[config.mk]
export PLATFORM = sky130hd
export DESIGN_NAME = ebw_status
export DESIGN_NICKNAME = d
export VERILOG_FILES = /design/src/hw/ebw_pkg.sv /design/src/hw/ebw_status.sv
export VERILOG_INCLUDE_DIRS = /design/src /design/src/hw
export SDC_FILE = /design/constraint.sdc
export NUM_CORES = 1
export LEC_CHECK = 0
export ABC_AREA = 1
export BUFFER_PORTS_ARGS = -buffer_cell sky130_fd_sc_hd__buf_2
export CAP_MARGIN = 40
export CORE_UTILIZATION = 54
export CTS_BUF_LIST = sky130_fd_sc_hd__clkbuf_16
export DETAILED_ROUTE_END_ITERATION = 10
export MAX_ROUTING_LAYER = met4
export PLACE_DENSITY = 0.74
export SETUP_SLACK_MARGIN = 0.1
export SYNTH_ARGS = -nofsm -noshare
export SYNTH_HDL_FRONTEND = slang
export SYNTH_SLANG_ARGS = --single-unit
[constraint.sdc]
create_clock -name ref_clk -period 1.75 [get_ports ref_clk]
set_input_delay 0.35 -clock ref_clk [delete_from_list [all_inputs] [get_ports ref_clk]]
set_output_delay 0.35 -clock ref_clk [all_outputs]
set_load 0.005 [all_outputs]
[src/hw/ebw_cfg.svh]
// Purpose: constants for the external bus wait-state status block
// Assumes: 100 MHz ref_clk, machine cycle derived by a divider
// Notes: definitions only
`ifndef EBW_CFG_SVH
`define EBW_CFG_SVH
// Machine cycle length in ref_clk cycles (even, at least 2)
`define EBW_MC_DIV 4
// Least wait-state count at which the status pin and ready apply
`define EBW_MIN_WS 3'h2
// Reset value of the wait-state count
`define EBW_WS_RST 3'h0
`endif

[src/hw/ebw_pkg.sv]
// Purpose: types for the external bus wait-state status block
// Assumes: constants come from ebw_cfg.svh
// Notes: none
package ebw_pkg;
  // Bus cycle phases, one step per machine cycle
  typedef enum logic [1:0]
  {
    EBW_IDLE = 2'b00,
    EBW_SWWAIT = 2'b01,
    EBW_RDYWAIT = 2'b10,
    EBW_DONE = 2'b11
  } ebw_state_t;
endpackage : ebw_pkg

[src/hw/ebw_status.sv]
// Purpose: wait-state status pins and machine clock output of the
//   external memory interface
// Assumes: one access request per machine cycle from core logic;
//   ready and output-off arrive from pins and are synchronised here
// Notes: pins are two signals each; the bench resolves the wire
`include "ebw_cfg.svh"

// Functional notes
// - Status goes low at first wait state, given two or more waits.
// - Status returns high at last wait state.
// - Status looped to ready adds one wait.
// - Status pin floats while output-off low.
// - Fetch flag low during instruction-fetch cycles.
// - Fetch flag floats while output-off low.
// - Machine clock rises bounding each machine cycle.
// - Ready sampled after wait states, retried.
// - Ready ignored with fewer than two waits.
module ebw_status #(
  parameter int MC_DIV = `EBW_MC_DIV
) (
  input wire logic ref_clk,
  input wire logic rst,
  input wire logic access_req,
  input wire logic access_fetch,
  input wire logic [2:0] wait_cfg,
  input wire logic ready_in,
  input wire logic off_n_in,
  output logic access_done,
  output logic microstate_done_n_o,
  output logic microstate_done_n_oe,
  output logic instr_fetch_flag_n_o,
  output logic instr_fetch_flag_n_oe,
  output logic machine_clock_out_o,
  output logic machine_clock_out_oe
);

  // ---------------------------------------------------------------
  // Pin synchronisers
  // ---------------------------------------------------------------
  logic [2:0] rdy_sync_r;
  logic [2:0] off_sync_r;
  logic rdy_r;
  logic off_n_r;

  // Three stages; a change counts once stages two and three agree
  always_ff @(posedge ref_clk or posedge rst)
  begin
    if (rst)
    begin
      rdy_sync_r <= 3'h0;
      off_sync_r <= 3'h7;
    end
    else
    begin
      rdy_sync_r <= {rdy_sync_r[1:0], ready_in};
      off_sync_r <= {off_sync_r[1:0], off_n_in};
    end
  end

  // Filtered levels hold their last value while stages disagree
  always_ff @(posedge ref_clk or posedge rst)
  begin
    if (rst)
    begin
      rdy_r <= 1'b0;
      off_n_r <= 1'b1;
    end
    else
    begin
      if (rdy_sync_r[1] == rdy_sync_r[2])
        rdy_r <= rdy_sync_r[2];
      if (off_sync_r[1] == off_sync_r[2])
        off_n_r <= off_sync_r[2];
    end
  end

  // ---------------------------------------------------------------
  // Machine cycle divider
  // ---------------------------------------------------------------
  localparam int DW = $clog2(MC_DIV);
  localparam logic [DW-1:0] DIV_LAST = DW'(MC_DIV - 1);
  localparam logic [DW-1:0] DIV_HALF = DW'(MC_DIV / 2 - 1);
  logic [DW-1:0] div_r;
  logic mc_tick;

  // Tick marks the boundary between machine cycles
  assign mc_tick = (div_r == DIV_LAST);

  always_ff @(posedge ref_clk or posedge rst)
  begin
    if (rst)
      div_r <= '0;
    else if (mc_tick)
      div_r <= '0;
    else
      div_r <= div_r + DW'(1);
  end

  // Output rises as each machine cycle starts, falls halfway
  always_ff @(posedge ref_clk or posedge rst)
  begin
    if (rst)
      machine_clock_out_o <= 1'b0;
    else if (mc_tick)
      machine_clock_out_o <= 1'b1;
    else if (div_r == DIV_HALF)
      machine_clock_out_o <= 1'b0;
  end

  // ---------------------------------------------------------------
  // Access sequencer, advanced once per machine cycle
  // ---------------------------------------------------------------
  ebw_pkg::ebw_state_t state_r;
  logic [2:0] ws_left_r;
  logic use_ready_r;
  logic fetch_r;

  always_ff @(posedge ref_clk or posedge rst)
  begin
    if (rst)
    begin
      state_r <= ebw_pkg::EBW_IDLE;
      ws_left_r <= `EBW_WS_RST;
      use_ready_r <= 1'b0;
      fetch_r <= 1'b0;
    end
    else if (mc_tick)
    begin
      case (state_r)
        ebw_pkg::EBW_IDLE:
        begin
          if (access_req)
          begin
            fetch_r <= access_fetch;
            ws_left_r <= wait_cfg;
            use_ready_r <= (wait_cfg >= `EBW_MIN_WS);
            state_r <= (wait_cfg == 3'h0) ? ebw_pkg::EBW_DONE
                                          : ebw_pkg::EBW_SWWAIT;
          end
        end
        ebw_pkg::EBW_SWWAIT:
        begin
          ws_left_r <= ws_left_r - 3'h1;
          // Ready first looked at as the last software wait ends; a
          // high ready adds nothing, so only a low one costs a wait
          if (ws_left_r == 3'h1)
          begin
            if (use_ready_r && !rdy_r)
              state_r <= ebw_pkg::EBW_RDYWAIT;
            else
              state_r <= ebw_pkg::EBW_DONE;
          end
        end
        ebw_pkg::EBW_RDYWAIT:
        begin
          // Each low sample costs one more machine cycle and a resample
          if (rdy_r)
            state_r <= ebw_pkg::EBW_DONE;
        end
        ebw_pkg::EBW_DONE:
        begin
          fetch_r <= 1'b0;
          state_r <= ebw_pkg::EBW_IDLE;
        end
        default:
          state_r <= ebw_pkg::EBW_IDLE;
      endcase
    end
  end

  // One ref_clk pulse as the access finishes
  always_ff @(posedge ref_clk or posedge rst)
  begin
    if (rst)
      access_done <= 1'b0;
    else
      access_done <= mc_tick && (state_r == ebw_pkg::EBW_DONE);
  end

  // ---------------------------------------------------------------
  // Status pins
  // ---------------------------------------------------------------
  logic done_n_nxt;
  logic fetch_n_nxt;

  // Low from the first wait state until the last one starts; a
  // looped-back ready thus returns high one cycle before the last wait ends
  always_comb
  begin
    done_n_nxt = 1'b1;
    if (mc_tick)
    begin
      if (state_r == ebw_pkg::EBW_IDLE && access_req
          && wait_cfg >= `EBW_MIN_WS)
        done_n_nxt = 1'b0;
      else if (state_r == ebw_pkg::EBW_SWWAIT && ws_left_r > 3'h2)
        done_n_nxt = 1'b0;
    end
    else
      done_n_nxt = microstate_done_n_o;
  end

  // Fetch flag low for the whole bus cycle of a fetch
  always_comb
  begin
    fetch_n_nxt = instr_fetch_flag_n_o;
    if (mc_tick)
    begin
      if (state_r == ebw_pkg::EBW_IDLE)
        fetch_n_nxt = !(access_req && access_fetch);
      else if (state_r == ebw_pkg::EBW_DONE)
        fetch_n_nxt = 1'b1;
      else
        fetch_n_nxt = !fetch_r;
    end
  end

  always_ff @(posedge ref_clk or posedge rst)
  begin
    if (rst)
    begin
      microstate_done_n_o <= 1'b1;
      instr_fetch_flag_n_o <= 1'b1;
    end
    else
    begin
      microstate_done_n_o <= done_n_nxt;
      instr_fetch_flag_n_o <= fetch_n_nxt;
    end
  end

  // Output-off low floats every status pin
  always_ff @(posedge ref_clk or posedge rst)
  begin
    if (rst)
    begin
      microstate_done_n_oe <= 1'b0;
      instr_fetch_flag_n_oe <= 1'b0;
      machine_clock_out_oe <= 1'b0;
    end
    else
    begin
      microstate_done_n_oe <= off_n_r;
      instr_fetch_flag_n_oe <= off_n_r;
      machine_clock_out_oe <= off_n_r;
    end
  end

endmodule : ebw_status
==> flow_summary.json, run 1 <==
{
  "cts_hold_buf": 0,
  "synth_cell_types": 18,
  "grt_pass1_wl_um": 2973,
  "cts.sinks": 22,
  "max_cap_viol_count": 0,
  "start_util_pct": 60.35,
  "setup_viol": 0,
  "p_leak_nw": 0.6532,
  "hold_path.class": "in -> async",
  "crit_fanout": 6,
  "p_clk_share_pct": 33.2,
  "final.setup.tns_ns": 0,
  "worstPathRequired_ns": 1.93,
  "synth-edff-count": 0,
  "rows": 15,
  "min_period_over_period_pct": 81.43,
  "insertion_delay_ns": 0.25,
  "synth_cells": 119,
  "hold_violations": 0,
  "async_flop_share_pct": 100.0,
  "dieArea_mm2": 0.002197,
  "power.total_w": 0.001907,
  "status": "complete, no violations",
  "die_w_um": 46.87,
  "clkTransAtPathRegs_ns": 0.06,
  "p_switching_w": 0.0006081,
  "maxSlewHeadroom_pct": 76.31,
  "cts_resized": 0,
  "swShare_pct": 31.89,
  "cts_root_buf": "clkbuf_16",
  "power_frac_comb_pct": 28.9,
  "clock_path_buffers": 2,
  "netlist_top_cells_count": "nand2_1, inv_1, dfrtp_1, ha_1",
  "post_cts_buffers": 0,
  "yosys-top-cells-area": "dfrtp_1, dfstp_2, ha_1",
  "wl_um": 1760,
  "cp.arrival_ns": 1.60,
  "synth.most_common_cell": "nand2_1",
  "core_mm2": 0.001802,
  "max_freq_mhz": 701.8,
  "syn-mean-instance-area_um2": 9.137,
  "synth_top_area_share_pct": 36.82,
  "drc": 0,
  "skew_ns": 0.001912,
  "cts_tree": "done",
  "power_density_mw_per_mm2": 1490,
  "ant_nets": 0,
  "yosysTopAreaCell": "dfrtp_1",
  "antenna_found_initial": 0,
  "seq_power_share_pct": 37.9,
  "ys.flop_type": "dfrtp_1",
  "placed_cell_area_mm2": 0.001175,
  "antennaDiodeCount": 0,
  "first_pass_iters": 4,
  "grtUsageTotal_pct": 20.45,
  "die_y_um": 46.87,
  "globalplace.congestion": 0.8835,
  "synth_fp_nets": 139,
  "ys_seq_area_share_pct": 51.32,
  "vias": 766,
  "p_int_w": 0.001299,
  "grt_max_degree": 23,
  "syn-cell-area_mm2": 0.001087,
  "ys_ff_latch": 22,
  "grt-ovfl-total": 0,
  "ios": 16,
  "grt_pass1_vias": 683,
  "nNetsFinal": 157,
  "cp-start-kind": "flip-flop",
  "setup.worst_path.class": "reg -> reg",
  "yosysWarnings": 0,
  "vias_per_cell": 4.758,
  "syn_to_final_growth_pct": 17.72,
  "critPathCaptureType": "flip-flop",
  "maxSlewViolCount": 0,
  "drive_above_1_share_pct": 22.79,
  "port_buffers": 15,
  "tightest_slew_ns": 0.3554,
  "period_needed_ns": 1.425,
  "rsz0062_at_grt": "false",
  "peakVddDrop_uv": 1028,
  "stdcell_area_mm2": 0.001280,
  "cts_inserted_buffers": 3,
  "drtIter0Drc": 17,
  "dp_hpwl_um": 1273,
  "cts_max_level": 1,
  "routedWlPerCell_um": 10.93
}
-- power by group through the flow --
stage | combinational, W | sequential, W | clock, W
final | 0.000551 | 0.000723 | 0.000633
after global routing | 0.000653 | 0.000742 | 0.000663
after CTS | 0.000550 | 0.000722 | 0.000645
after detailed placement | 0.000531 | 0.000731 | 0
after global placement | 0.000519 | 0.000723 | 0
after floorplan | 0.000407 | 0.000714 | 0
-- worst paths after layout --
check | from | cells after the start | slack (ns) | endpoint
worst max-delay path | state_r[0] | 7 | 0.33 | ws_left_r[1]
worst min-delay path | rst | 3 | 0.11 | fetch_r
worst max register to register | state_r[0] | 7 | 0.33 | ws_left_r[1]
worst min register to register | rdy_sync_r[0] | 0 | 0.35 | rdy_sync_r[1]
max in group asynchronous | rst | 3 | 1.37 | off_sync_r[1]
min in group ref_clk | off_n_in | 1 | 0.19 | off_sync_r[0]
-- worst max-delay path, stage by stage (launching register included) --
cell     delay (ns)
dfrtp_1        0.43
inv_1          0.13
ha_1           0.28
nand2_1        0.12
nand2_2        0.07
nor2_2         0.17
nand2_1        0.08
o21ai_0        0.07
-- registers in the layout, summed over array words and instances, names as in the netlist --
signal and cells:
rdy_r 1, instr_fetch_flag_n_o 1, access_done 1, ws_left_r 3, machine_clock_out_o 1, off_n_r 1
machine_clock_out_oe 1, div_r 2, off_sync_r 3, use_ready_r 1, state_r 2, rdy_sync_r 3
microstate_done_n_o 1, fetch_r 1
-- area by class of cell --
cell class              count  area, um2
multi-input cells          76      435.4
repair buffers             16      82.58
well taps                  25      31.28
flip-flops and latches     22      558.0
fillers                   143      521.8
clock buffers               3      75.07
inverters                  18      67.56
clock inverters             1      30.03
-- cell usage in the layout (no fill, tap or decap) --
cell and count:
clkbuf_16 3, dfstp_2 6, nand3_1 6, o21ai_0 10, inv_2 1, o21ai_2 1, nand2_1 30, o21ai_1 1
dfrtp_1 16, a21oi_1 2, ha_1 11, inv_1 17, maj3_1 2, bufinv_16 1, nor2_1 10, nor2_4 1
nor2_2 1, nand2_2 1, buf_2 15, buf_4 1
-- layer usage --
layer | vias up | track usage [%] | wire, um
met4 | 0 | 10.86 | 39
met2 | 16 | 30.28 | 844
met3 | 4 | 3.462 | 52
li1 | 399 | - | -
met1 | 347 | 26.80 | 824
met5 | - | - | 0
-- per-stage QoR --
step	util, %	instances	hold WS, ns	setup slack (ns)
2_1_floorplan	-	119	0.3312	0.5116
3_3_place_gp	65.21	157	0.3336	0.4405
3_5_place_dp	65.21	157	0.3403	0.3610
4_1_cts	71.04	161	0.1258	0.3265
5_1_grt	71.04	161	0.1443	0.1761
6_report	71.04	161	0.1146	0.3250
-- logic make-up (layout without fill, tap and decap cells) --
group	after synthesis	count (layout)	share of synthesized area (%)
and+or+nand+nor	49	49	18.76
buffers and inverters	21	38	8.630
adders and majority gates	13	13	14.50
DFF	22	22	51.32
AOI/OAI and AO/OA	14	14	6.789
No activity file was read; power rests on OpenSTA's default activity.
==> run 2, diff against run 1 <==
==> constraint.sdc (replaced) <==
create_clock -name ref_clk -period 1.4 [get_ports ref_clk]
set_input_delay 0.28 -clock ref_clk [delete_from_list [all_inputs] [get_ports ref_clk]]
set_output_delay 0.28 -clock ref_clk [all_outputs]
set_load 0.005 [all_outputs]
==> flow_summary.json, run 2 (same netlist as run 1, synthesis figures left out) <==
{
  "routedWlPerCell_um": 12.42,
  "seq_power_share_pct": 35.3,
  "critical_path.most_common_cell": "nand2_1",
  "max_stage_delay_ns": 0.35,
  "dp_hpwl_um": 1383,
  "grtUsageTotal_pct": 21.39,
  "max_cap_viol_count": 0,
  "power_frac_comb_pct": 33.2,
  "p_leak_nw": 0.6671,
  "cts_tree": "done",
  "drc": 0,
  "core_mm2": 0.001802,
  "drtIter0Drc": 15,
  "cp.arrival_ns": 1.45,
  "r2r.worst_path.cells": 7,
  "critPathCaptureType": "flip-flop",
  "power_density_mw_per_mm2": 1898,
  "worst-path-buf-inv": 1,
  "grtUsageMet2_pct": 36.94,
  "r2r-end": "ws_left_r[1]",
  "fillers": 135,
  "cts.sinks": 22,
  "drive_above_1_share_pct": 28.06,
  "regArea_um2": 558.0,
  "grt_pass1_wl_um": 3056,
  "swShare_pct": 32.29,
  "cp-start-kind": "flip-flop",
  "antennaDiodeCount": 0,
  "cts_hold_buf": 0,
  "multi_input_area_um2": 455.4,
  "use_met1_pct": 23.88,
  "p_switching_w": 0.0008104,
  "use_met3_pct": 3.846,
  "r2r-start": "state_r[0]",
  "clock_path_buffers": 2,
  "final.setup.tns_ns": 0,
  "globalplace.congestion": 0.8647,
  "ant_nets": 0,
  "insertion_delay_ns": 0.25,
  "hold_violations": 0,
  "tightest_slew_ns": 0.2655,
  "start_util_pct": 60.35,
  "max_freq_mhz": 781.0,
  "maxSlewViolCount": 0,
  "die_y_um": 46.87,
  "wl_um": 2037,
  "skew_ns": 0.002266,
  "vias_per_cell": 5.067,
  "dieArea_mm2": 0.002197,
  "setup_viol": 0,
  "grt-busiest-layer": "met2",
  "rsz0062_at_grt": "true",
  "cts_inserted_buffers": 3,
  "worstPathRequired_ns": 1.57,
  "final_cell_mix": "nand2_1, inv_1, dfrtp_1",
  "r2r_slack_ns": 0.12,
  "grt-ovfl-total": 0,
  "maxSlewHeadroom_pct": 82.30,
  "status": "complete, no violations",
  "syn_to_final_growth_pct": 21.63,
  "vias": 831,
  "final_common_cell": "nand2_1",
  "peakVddDrop_uv": 1331,
  "die_w_um": 46.87,
  "clkTransAtPathRegs_ns": 0.06,
  "cts_root_buf": "clkbuf_16",
  "critPathTopFamily": "simple AND/OR/NAND/NOR gates",
  "hold_path.class": "in -> async",
  "p_int_w": 0.001700,
  "cts_max_level": 1,
  "grt_pass1_vias": 759,
  "antenna_found_initial": 0,
  "p_clk_share_pct": 31.5,
  "min_period_over_period_pct": 91.46,
  "grt_max_degree": 23,
  "path_cells": "inv_1, ha_4, nand2_1, nand2_2, nor2_2, nand2_1, o21ai_0",
  "first_pass_iters": 4,
  "crit_fanout": 5,
  "nNetsFinal": 160,
  "ios": 16,
  "dp_cells": 158,
  "fin_cells": 164,
  "slowest_stage": "dfrtp_1",
  "port_buffers": 15,
  "largest_registers": "off_sync_r: 3 flops, rdy_sync_r: 3 flops, ws_left_r: 3 flops",
  "setup.worst_path.class": "reg -> reg",
  "period_needed_ns": 1.280,
  "rows": 15
}
==> run 2: cell count changes in the layout (fill, tap and decap cells not counted), sizes merged <==
cell  previous run  this run
buf             16        19
==> run 2: area by class of cell <==
| type | instances | area share [%] |
|---|---|---|
| timing repair buffer | 19 | 7.947 |
| sequential | 22 | 42.19 |
| clock buffer | 3 | 5.676 |
| inverter | 18 | 5.109 |
| tap | 25 | 2.365 |
| multi-input combinational | 76 | 34.44 |
| clock inverter | 1 | 2.271 |
==> run 2: layer usage <==
layer	routed length (um)	part of all wire, %
met2	1073	53
met3	68	3.3
met4	42	2.1
met1	853	42
met5	0	0
==> run 2: what timing repair did <==
item,CTS,global route
buffers inserted,2,0
resized for setup,0,6
pin swaps,0,0
setup endpoints to repair,7,9
==> run 2: how the worst max path moves through the flow <==
stage                          start  depth (start not counted)  slack (ns)      endpoint
final                     state_r[0]                          7        0.12  ws_left_r[1]
after detailed placement  state_r[0]                          7        0.02  ws_left_r[1]
after global placement    state_r[0]                          6        0.10  ws_left_r[1]
after global routing      state_r[0]                          7        0.03  ws_left_r[0]
after CTS                 state_r[0]                          6        0.10  ws_left_r[1]
after floorplan           state_r[0]                          6        0.16  ws_left_r[1]
==> run 2: per-stage QoR <==
stage          util (%)  power (W)  hold WS (ns)  instance area, um2  worst slack [ns]
5_1_grt           73.40   0.002662       0.08559                1323           0.03308
2_1_floorplan         -   0.001401        0.2648                1087            0.1616
4_1_cts           72.29   0.002423       0.05972                1303            0.1043
3_3_place_gp      65.63   0.001555        0.3183                1182            0.1005
6_report          73.40   0.002510       0.04812                1323            0.1196
3_5_place_dp      65.63   0.001580        0.3306                1182           0.01745
==> run 2: power by group through the flow <==
| stage | clock [W] | sequential (W) | combinational [W] |
|---|---|---|---|
| after floorplan | 0 | 0.000892 | 0.000509 |
| after global placement | 0 | 0.000904 | 0.000651 |
| after detailed placement | 0 | 0.000914 | 0.000666 |
| after CTS | 0.000803 | 0.000880 | 0.000740 |
| after global routing | 0.000829 | 0.000896 | 0.000937 |
| final | 0.000792 | 0.000886 | 0.000832 |
==> run 2: tightest hold or removal path, cell delays in order <==
cell	delay (ns)
buf_2	0.10
inv_1	0.04
buf_4	0.26
